==> src/idgp_map.vh <==
// register addresses, field positions, reset values and encodings
// for the input divider and group power control block.
// assumes it is included by bare name from every design file that needs it.
`ifndef IDGP_MAP_VH
`define IDGP_MAP_VH

// ****************************************************************
// serial word layout
// ****************************************************************
`define IDGP_WORD_BITS 32
`define IDGP_ADDR_MSB 3
`define IDGP_ADDR_LSB 0

// ****************************************************************
// register addresses (low four bits of the serial word)
// ****************************************************************
`define IDGP_ADDR_INPUT_GROUP_CTRL 4'h0
`define IDGP_ADDR_GLOBAL_CTRL 4'h1
`define IDGP_ADDR_PAIR_DIV 4'h5
`define IDGP_ADDR_LOCK_CTRL 4'hf
`define IDGP_LOCK_LAST_ADDR 4'h5

// ****************************************************************
// field positions
// ****************************************************************
`define IDGP_SOFT_RESET_BIT 4
`define IDGP_GROUP_PD_LSB 6
`define IDGP_GROUP_PD_MSB 9
`define IDGP_BUF_A_BIT 10
`define IDGP_BUF_B_BIT 11
`define IDGP_PREDIV_A_LSB 14
`define IDGP_PREDIV_A_MSB 16
`define IDGP_SEL_A_LSB 17
`define IDGP_SEL_A_MSB 18
`define IDGP_PREDIV_B_LSB 19
`define IDGP_PREDIV_B_MSB 21
`define IDGP_SEL_B_LSB 22
`define IDGP_SEL_B_MSB 23
`define IDGP_GLOBAL_PD_BIT 5
`define IDGP_PAIR_DIV_LSB 17
`define IDGP_PAIR_DIV_MSB 27
`define IDGP_LOCK_BIT 4

// ****************************************************************
// reset values and encodings
// ****************************************************************
`define IDGP_GROUP_PD_RST 4'h0
`define IDGP_BUF_RST 1'b0
`define IDGP_PREDIV_RST 3'h1
`define IDGP_SEL_RST 2'h0
`define IDGP_GLOBAL_PD_RST 1'b0
`define IDGP_PAIR_DIV_RST 11'h001
`define IDGP_LOCK_RST 1'b0
`define IDGP_SEL_DIVIDE 2'h1

`endif

==> src/idgp_serial_rx.v <==
// serial configuration receiver: shifts data in on serial clock rising
// edges, msb first, and presents the word with a commit pulse when the
// latch enable pin rises. pins are asynchronous to clk; the serial
// clock must be well below clk/4 so every edge is seen.
`timescale 1ns/1ps
`include "idgp_map.vh"

module idgp_serial_rx
(
    input wire clk,
    input wire reset,
    input wire serial_clock_pin,
    input wire serial_data_pin,
    input wire serial_latch_enable,
    output reg [`IDGP_WORD_BITS-1:0] word_q,
    output reg commit_q
);

    reg [2:0] sclk_sync_q;
    reg [1:0] data_sync_q;
    reg [2:0] le_sync_q;
    reg [`IDGP_WORD_BITS-1:0] shift_q;

    // ****************************************************************
    // pin synchronisers; stage 0 feeds only stage 1
    // ****************************************************************
    always @(posedge clk)
    begin
        if (reset)
        begin
            sclk_sync_q <= 3'h0;
            data_sync_q <= 2'h0;
            le_sync_q <= 3'h0;
        end
        else
        begin
            sclk_sync_q <= {sclk_sync_q[1:0], serial_clock_pin};
            data_sync_q <= {data_sync_q[0], serial_data_pin};
            le_sync_q <= {le_sync_q[1:0], serial_latch_enable};
        end
    end

    // ****************************************************************
    // shift and commit
    // ****************************************************************
    always @(posedge clk)
    begin
        if (reset)
        begin
            shift_q <= {`IDGP_WORD_BITS{1'b0}};
            word_q <= {`IDGP_WORD_BITS{1'b0}};
            commit_q <= 1'b0;
        end
        else
        begin
            commit_q <= le_sync_q[1] & ~le_sync_q[2];
            if (sclk_sync_q[1] & ~sclk_sync_q[2])
                shift_q <= {shift_q[`IDGP_WORD_BITS-2:0], data_sync_q[1]};
            if (le_sync_q[1] & ~le_sync_q[2])
                word_q <= shift_q;
        end
    end

endmodule

==> src/idgp_clock_divider.v <==
// edge-counting divider for a sampled clock level. a value of zero
// means the largest count 2**W. bypass or divide-by-1 passes the level.
// assumes clk_level is already synchronised to clk and well below clk/2.
`timescale 1ns/1ps

module idgp_clock_divider
#(
    parameter W = 3
)
(
    input wire clk,
    input wire reset,
    input wire enable,
    input wire clk_level,
    input wire [W-1:0] div_value,
    input wire divide_sel,
    output reg div_out_q
);

    reg prev_q;
    reg [W:0] count_q;
    reg [W:0] count_d;
    reg div_out_d;
    wire rise;
    wire [W:0] n_w;
    wire [W:0] last_w;
    wire [W:0] half_w;

    assign rise = clk_level & ~prev_q;
    // zero selects the full range so the field has no dead code
    assign n_w = (div_value == {W{1'b0}}) ? {1'b1, {W{1'b0}}} : {1'b0, div_value};
    assign last_w = n_w - {{W{1'b0}}, 1'b1};
    assign half_w = {1'b0, n_w[W:1]} + {{W{1'b0}}, n_w[0]};

    always @*
    begin
        count_d = count_q;
        if (!enable)
            count_d = {(W+1){1'b0}};
        else if (rise)
            count_d = (count_q >= last_w) ? {(W+1){1'b0}} : count_q + {{W{1'b0}}, 1'b1};
        if (!enable)
            div_out_d = 1'b0;
        else if (!divide_sel || n_w == {{W{1'b0}}, 1'b1})
            div_out_d = clk_level;
        else
            div_out_d = (count_d < half_w);
    end

    always @(posedge clk)
    begin
        if (reset)
        begin
            prev_q <= 1'b0;
            count_q <= {(W+1){1'b0}};
            div_out_q <= 1'b0;
        end
        else
        begin
            prev_q <= clk_level;
            count_q <= count_d;
            div_out_q <= div_out_d;
        end
    end

endmodule

==> src/idgp_top.v <==
// input divider and group power control: serial configuration registers,
// soft reset, write lock, global and per-group power down, and the two
// input pre-dividers plus the output-pair divider.
// assumes one 10 MHz clk; all pins arrive asynchronously and are
// synchronised here or in the serial receiver.
//
// Functional notes
// RL1: committed word with soft-reset bit set restores every setting to default.
// RL2: a soft-reset write ignores all other fields of that word.
// RL3: soft-reset bit clears itself on the next committed write of any register.
// RL4: host should write soft-reset as zero when reprogramming later.
// RL5: global power-down bit one powers down the whole device, zero runs.
// RL6: settings kept during global power-down; clearing the bit resumes.
// RL7: four group power-down bits disable dividers and outputs of each group. Here a shared pre-divider stops only when every group it feeds is down.
// RL8: input buffer select per input: zero bipolar, one cmos.
// RL9: each input has a three-bit pre-divider value field.
// RL10: pre-divider value zero divides by eight, else by the value.
// RL11: path select zero bypasses the pre-divider, one divides.
// RL12: lock bit defaults writeable; when set registers zero to five ignore writes.
// RL13: eleven-bit pair output divider, default divide-by-one.
// RL14: undefined path select values two and three act as bypass.
`timescale 1ns/1ps
`include "idgp_map.vh"

module idgp_top
(
    clk,
    reset,
    serial_clock_pin,
    serial_data_pin,
    serial_latch_enable,
    input_a_clock,
    input_b_clock,
    group_clk_out,
    group_enable,
    global_power_down,
    input_a_buffer_select,
    input_b_buffer_select,
    config_write_lock,
    soft_reset_active
);

    input wire clk;
    input wire reset;
    input wire serial_clock_pin;
    input wire serial_data_pin;
    input wire serial_latch_enable;
    input wire input_a_clock;
    input wire input_b_clock;
    output reg [3:0] group_clk_out;
    output reg [3:0] group_enable;
    output reg global_power_down;
    output reg input_a_buffer_select;
    output reg input_b_buffer_select;
    output reg config_write_lock;
    output reg soft_reset_active;

    // ****************************************************************
    // declarations
    // ****************************************************************
    wire [`IDGP_WORD_BITS-1:0] word;
    wire commit;
    wire [3:0] addr;
    wire locked_target;
    wire sel_input_group;
    wire sel_global;
    wire sel_pair_div;
    wire sel_lock;
    wire soft_reset_req;

    reg soft_reset_q;
    reg [3:0] output_group_power_down_q;
    reg input_a_buffer_select_q;
    reg input_b_buffer_select_q;
    reg [2:0] input_a_predivide_value_q;
    reg [2:0] input_b_predivide_value_q;
    reg [1:0] input_a_path_select_q;
    reg [1:0] input_b_path_select_q;
    reg global_power_down_q;
    reg [10:0] pair_output_divider_q;
    reg config_write_lock_q;

    reg [1:0] clk_a_sync_q;
    reg [1:0] clk_b_sync_q;

    wire path_a_enable;
    wire path_b_enable;
    wire pair_enable;
    wire path_a_out;
    wire path_b_out;
    wire pair_out;
    wire [3:0] group_src;
    wire [3:0] group_on;

    // ****************************************************************
    // serial port
    // ****************************************************************
    idgp_serial_rx u_rx
    (
        .clk(clk),
        .reset(reset),
        .serial_clock_pin(serial_clock_pin),
        .serial_data_pin(serial_data_pin),
        .serial_latch_enable(serial_latch_enable),
        .word_q(word),
        .commit_q(commit)
    );

    assign addr = word[`IDGP_ADDR_MSB:`IDGP_ADDR_LSB];
    // the lock guards the low block only, so the lock itself stays reachable
    assign locked_target = config_write_lock_q && (addr <= `IDGP_LOCK_LAST_ADDR); // RL12

    // ****************************************************************
    // address decode
    // ****************************************************************
    // decoded once so the soft-reset priority over the other fields of
    // register zero is visible in one place; unmapped addresses decode to
    // nothing and only end a pending soft-reset flag
    assign sel_input_group = (addr == `IDGP_ADDR_INPUT_GROUP_CTRL);
    assign sel_global = (addr == `IDGP_ADDR_GLOBAL_CTRL);
    assign sel_pair_div = (addr == `IDGP_ADDR_PAIR_DIV);
    assign sel_lock = (addr == `IDGP_ADDR_LOCK_CTRL);
    assign soft_reset_req = sel_input_group & word[`IDGP_SOFT_RESET_BIT]; // RL1

    // ****************************************************************
    // configuration registers
    // ****************************************************************
    always @(posedge clk)
    begin
        if (reset)
        begin
            soft_reset_q <= 1'b0;
            output_group_power_down_q <= `IDGP_GROUP_PD_RST;
            input_a_buffer_select_q <= `IDGP_BUF_RST;
            input_b_buffer_select_q <= `IDGP_BUF_RST;
            input_a_predivide_value_q <= `IDGP_PREDIV_RST;
            input_b_predivide_value_q <= `IDGP_PREDIV_RST;
            input_a_path_select_q <= `IDGP_SEL_RST;
            input_b_path_select_q <= `IDGP_SEL_RST;
            global_power_down_q <= `IDGP_GLOBAL_PD_RST;
            pair_output_divider_q <= `IDGP_PAIR_DIV_RST; // RL13
            config_write_lock_q <= `IDGP_LOCK_RST; // RL12
        end
        else if (commit)
        begin
            // any later committed write drops the soft-reset flag
            soft_reset_q <= 1'b0; // RL3
            if (!locked_target)
            begin
                if (soft_reset_req)
                begin
                    // other fields of this word are discarded on purpose
                    soft_reset_q <= 1'b1; // RL1
                    output_group_power_down_q <= `IDGP_GROUP_PD_RST; // RL2
                    input_a_buffer_select_q <= `IDGP_BUF_RST;
                    input_b_buffer_select_q <= `IDGP_BUF_RST;
                    input_a_predivide_value_q <= `IDGP_PREDIV_RST;
                    input_b_predivide_value_q <= `IDGP_PREDIV_RST;
                    input_a_path_select_q <= `IDGP_SEL_RST;
                    input_b_path_select_q <= `IDGP_SEL_RST;
                    global_power_down_q <= `IDGP_GLOBAL_PD_RST;
                    pair_output_divider_q <= `IDGP_PAIR_DIV_RST;
                    config_write_lock_q <= `IDGP_LOCK_RST;
                end
                else if (sel_input_group)
                begin
                    output_group_power_down_q <=
                        word[`IDGP_GROUP_PD_MSB:`IDGP_GROUP_PD_LSB]; // RL7
                    input_a_buffer_select_q <= word[`IDGP_BUF_A_BIT]; // RL8
                    input_b_buffer_select_q <= word[`IDGP_BUF_B_BIT]; // RL8
                    input_a_predivide_value_q <=
                        word[`IDGP_PREDIV_A_MSB:`IDGP_PREDIV_A_LSB]; // RL9
                    input_b_predivide_value_q <=
                        word[`IDGP_PREDIV_B_MSB:`IDGP_PREDIV_B_LSB]; // RL9
                    input_a_path_select_q <= word[`IDGP_SEL_A_MSB:`IDGP_SEL_A_LSB]; // RL11
                    input_b_path_select_q <= word[`IDGP_SEL_B_MSB:`IDGP_SEL_B_LSB]; // RL11
                end
                else if (sel_global)
                begin
                    // only this bit lives here; neighbouring fields are not kept
                    global_power_down_q <= word[`IDGP_GLOBAL_PD_BIT]; // RL5
                end
                else if (sel_pair_div)
                begin
                    pair_output_divider_q <=
                        word[`IDGP_PAIR_DIV_MSB:`IDGP_PAIR_DIV_LSB]; // RL13
                end
                else if (sel_lock)
                begin
                    config_write_lock_q <= word[`IDGP_LOCK_BIT]; // RL12
                end
            end
        end
    end

    // ****************************************************************
    // input clock sampling
    // ****************************************************************
    // input clocks are sampled, so usable rates sit well below clk/2
    always @(posedge clk)
    begin
        if (reset)
        begin
            clk_a_sync_q <= 2'h0;
            clk_b_sync_q <= 2'h0;
        end
        else
        begin
            clk_a_sync_q <= {clk_a_sync_q[0], input_a_clock};
            clk_b_sync_q <= {clk_b_sync_q[0], input_b_clock};
        end
    end

    // ****************************************************************
    // dividers
    // ****************************************************************
    // a path runs while any group it feeds is on; global power down
    // only gates activity, the stored settings stay untouched
    assign group_on = ~output_group_power_down_q & {4{~global_power_down_q}}; // RL5 RL6 RL7
    assign path_a_enable = group_on[0] | group_on[1];
    assign path_b_enable = group_on[2] | group_on[3];
    assign pair_enable = group_on[3];

    idgp_clock_divider #(.W(3)) u_prediv_a
    (
        .clk(clk),
        .reset(reset),
        .enable(path_a_enable),
        .clk_level(clk_a_sync_q[1]),
        .div_value(input_a_predivide_value_q), // RL10
        .divide_sel(input_a_path_select_q == `IDGP_SEL_DIVIDE), // RL11 RL14
        .div_out_q(path_a_out)
    );

    idgp_clock_divider #(.W(3)) u_prediv_b
    (
        .clk(clk),
        .reset(reset),
        .enable(path_b_enable),
        .clk_level(clk_b_sync_q[1]),
        .div_value(input_b_predivide_value_q), // RL10
        .divide_sel(input_b_path_select_q == `IDGP_SEL_DIVIDE), // RL11 RL14
        .div_out_q(path_b_out)
    );

    idgp_clock_divider #(.W(11)) u_pair_div
    (
        .clk(clk),
        .reset(reset),
        .enable(pair_enable),
        .clk_level(path_b_out),
        .div_value(pair_output_divider_q), // RL13
        .divide_sel(1'b1),
        .div_out_q(pair_out)
    );

    // the pair divider counts edges of the already divided input b level,
    // so with input b path select at divide its overall ratio is the product of both divide values, and in bypass it is the pair value alone
    assign group_src = {pair_out, path_b_out, path_a_out, path_a_out};

    // ****************************************************************
    // group outputs
    // ****************************************************************
    genvar gi;
    generate
        for (gi = 0; gi < 4; gi = gi + 1)
        begin : g_group
            always @(posedge clk)
            begin
                if (reset)
                begin
                    group_clk_out[gi] <= 1'b0;
                    group_enable[gi] <= 1'b0;
                end
                else
                begin
                    group_clk_out[gi] <= group_src[gi] & group_on[gi]; // RL7
                    group_enable[gi] <= group_on[gi]; // RL7
                end
            end
        end
    endgenerate

    // ****************************************************************
    // status outputs
    // ****************************************************************
    always @(posedge clk)
    begin
        if (reset)
        begin
            global_power_down <= 1'b0;
            input_a_buffer_select <= 1'b0;
            input_b_buffer_select <= 1'b0;
            config_write_lock <= 1'b0;
            soft_reset_active <= 1'b0;
        end
        else
        begin
            global_power_down <= global_power_down_q; // RL5
            input_a_buffer_select <= input_a_buffer_select_q; // RL8
            input_b_buffer_select <= input_b_buffer_select_q; // RL8
            config_write_lock <= config_write_lock_q;
            soft_reset_active <= soft_reset_q;
        end
    end

endmodule

==> config.mk <==
export PLATFORM = sky130hd
export DESIGN_NAME = idgp_top
export DESIGN_NICKNAME = d
export VERILOG_FILES = /design/src/idgp_serial_rx.v /design/src/idgp_clock_divider.v /design/src/idgp_top.v
export VERILOG_INCLUDE_DIRS = /design/src /design/src/src
export SDC_FILE = /design/constraint.sdc
export NUM_CORES = 1
export LEC_CHECK = 0
export ABC_CLOCK_PERIOD_IN_PS = 13150
export BUFFER_PORTS_ARGS = -buffer_cell sky130_fd_sc_hd__buf_2
export CORE_MARGIN = 4
export CORE_UTILIZATION = 45
export DETAILED_ROUTE_END_ITERATION = 10
export PLACE_DENSITY_LB_ADDON = 0.25
export SLEW_MARGIN = 0
export SYNTH_ARGS = -nofsm -noshare
export SYNTH_HDL_FRONTEND = slang
export SYNTH_SLANG_ARGS = --single-unit
==> constraint.sdc <==
create_clock -name clk -period 13.15 [get_ports clk]
set_input_delay 3.945 -clock clk [delete_from_list [all_inputs] [get_ports clk]]
set_output_delay 3.945 -clock clk [all_outputs]
set_load 0.05 [all_outputs]
==> run metrics <==
Max-slew headroom=roughly a fifth; GR Overflow Total=0; top cells by count, synth=nand2_1, dfxtp_1, a21oi_1; top post-synthesis cells by area=dfxtp_1, ha_1, nand2_1; pin count of the biggest net entering global routing=roughly 120; WL final=12800 µm; Syn Inst Count=~780; Fmax=roughly 0.2 GHz; start of the worst register-to-register path=pair_output_divider_q[0]; #FFs+latches synth=about 140; Initial DRC Count=382; die extent in x=127 µm; path depth of the worst reg2reg path=18; FILL cells=1288; clock root cell=clkbuf_16; Post-CTS Setup Inserts=0; core area=13900 µm²; Yosys top cell area share=42.5%; RSZ-0062 raised after global routing=false; biggest area consumer among synthesized cells=dfxtp_1; Global Route Usage Sum=16.7%; Min-Delay Path Class=reg2reg; EDFF count, synth=0; 1st-pass router iterations=5; CTS tree=built; final count of negative-setup-slack endpoints=0; DRC=0; post_cts resized=0; Cell Area, Synth=around 6400 µm²; Site Rows=43; vias in the first global route=between 4000 and 5000; r2r endpoint=u_pair_div.div_out_q; die height=~130 µm; VDD IR max=~0.1 mV; worst-margin pin slew=~1200 ps; gp weighted congestion=between 0.8 and 0.9; post-route setup TNS=0 ps; Worst setup SP type=flip-flop; launch point of the worst path=pair_output_divider_q[0]; total design power=a little under 1 mW; Clock Tree Buf Depth=2; CP Max Fanout=11; min Tclk post-route=5120 ps; CP Capture Type=flip-flop; run status=finished clean; cts hold-fix bufs=0; Slew Limit Fails=0; worst path arrival time=5490 ps; Clock transition at path regs=60 ps; Port Buffer Count=19; IO Pins=20; Via Count=around 5000; Primary FF master, synth=dfxtp_1; Worst-Skew Late Latency=between 400 and 500 ps; # diodes=0; initial antenna violation count=0; WL/cell=13.3 µm; Final ANT Viol Nets=0; Sink Count=136; total CTS buffers=17; Die Area=16200 µm²; Avg Inst Size Synth=8.25 µm²; Worst Setup EP=u_pair_div.div_out_q; FFs w/ async S/R, synth=0%; period utilization=38.9%; CP Data Required Time=13510 ps; Power per Cell Area=135 nW/µm²; H-tree depth=4; initial core utilization=46.1%; first-pass GRT wire length=roughly 22000 µm; Yosys cell types=52; layout cells sized above 1=roughly 7.3%; R2R setup slack=8030 ps; DPL Wire Length=8860 µm; # Max-Cap Violations=0; Final nets=approximately 800; Fin Clk Skew=7.99 ps; area added between synthesis and finish=12.3%; critical setup path kind=reg2reg; Syn. warnings=0; register area share after synthesis=roughly 43%; Final Hold Viols=0; Vias/cell=5.23; cell with the most instances after synthesis=nand2_1; Leak=2.71 nW
[per-layer routing]
layer | part of all wire, % | wire [µm] | GRT usage, % | vias to the layer above
met5 | 0 | 0 | 0 | -
met4 | 1.9 | 248 | 7.07 | 0
met3 | 3.3 | 422 | 3.93 | 18
met2 | 45 | 5690 | 26.0 | 78
met1 | 50 | 6400 | 22.3 | 2321
li1 | - | - | - | 2608
[state kept, by name, indices dropped and copies added (netlist names), 4 cells and up]
register,cells
u_rx.shift_q,28
pair_output_divider_q,11
u_pair_div.count_q,12
group_clk_out,4
output_group_power_down_q,4
u_prediv_a.count_q,4
u_rx.word_q,26
u_prediv_b.count_q,4
group_enable,4
[report_power, final]
group,switching (mW),total (mW),internal [mW]
logic,0.0211,0.0296,0.00856
clock network,0.172,0.520,0.348
registers,0.00206,0.418,0.416
total,0.195,0.967,0.772
[per-stage QoR]
stage / util [%] / std cells / hold WS (ps) / setup slack, ps / area [µm²]
floorplan: - / 780 / 406 / 8190 / 6410
CTS: 51.8 / 960 / 434 / 8010 / 7180
finish: 51.8 / 960 / 433 / 8030 / 7180
global route: 51.8 / 960 / 443 / 7710 / 7180
global placement: 47.0 / 928 / 411 / 7600 / 6530
detailed placement: 47.0 / 928 / 421 / 7550 / 6530
[layout make-up]
type,count,area [µm²],share of cell area [%]
Multi-Input combinational cell,578,3420,47.6
Sequential cell,136,2720,37.9
Clock buffer,22,464,6.46
Tap cell,180,225,3.13
Clock inverter,10,190,2.65
Timing Repair Buffer,21,113,1.57
Inverter,13,48.8,0.679
[worst max-delay path, cell delays in order (launching register included)]
cell and delay (ps):
dfxtp_1 350, inv_1 90, ha_1 200, nand2b_1 120
nor4_1 400, nand2_1 190, or3_1 380, xor2_1 170
ha_1 310, nand4_1 110, or4_1 520, o41a_1 360
nand2_1 290, nor2_1 100, ha_1 320, a2111oi_0 480
a21oi_1 200, nor4b_1 310, a31o_2 180
[cell families (layout without fill, tap and decap cells)]
logic type | count (synthesis) | after routing | share of synthesized area (%)
muxes | 4 | 4 | 0.626
buffers and inverters | 66 | 66 | 4.24
xor gates and xnor gates | 35 | 35 | 4.79
other | 1 | 5 | 0.0586
and+or+nand+nor | 346 | 346 | 25.8
DFF | 136 | 136 | 42.5
adders and majority gates | 50 | 50 | 9.78
AOI/OAI and AO/OA | 138 | 138 | 12.1
[layout by cell type, fill, tap and decap left out, drive strengths merged, types with 17 or more instances in the layout]
cell type / Yosys / routed
ha: 50 / 50
xnor2: 18 / 18
dfxtp: 136 / 136
nor3: 21 / 21
xor2: 17 / 17
nor3b: 17 / 17
a21oi: 99 / 99
nand3: 24 / 24
clkbuf: 43 / 22
nand2: 137 / 137
nor2: 67 / 67
buf: 10 / 21
nor2b: 28 / 28
[worst min-delay path by stage]
stage | start | endpoint | cells after the start
6_report | u_pair_div.div_out_q | group_clk_out[3] | 1
3_3_place_gp | u_pair_div.div_out_q | group_clk_out[3] | 1
3_5_place_dp | u_pair_div.div_out_q | group_clk_out[3] | 1
2_1_floorplan | u_pair_div.div_out_q | group_clk_out[3] | 1
5_1_grt | u_pair_div.div_out_q | group_clk_out[3] | 1
4_1_cts | u_pair_div.div_out_q | group_clk_out[3] | 1
Note: power is estimated with default switching activity, not from simulation.
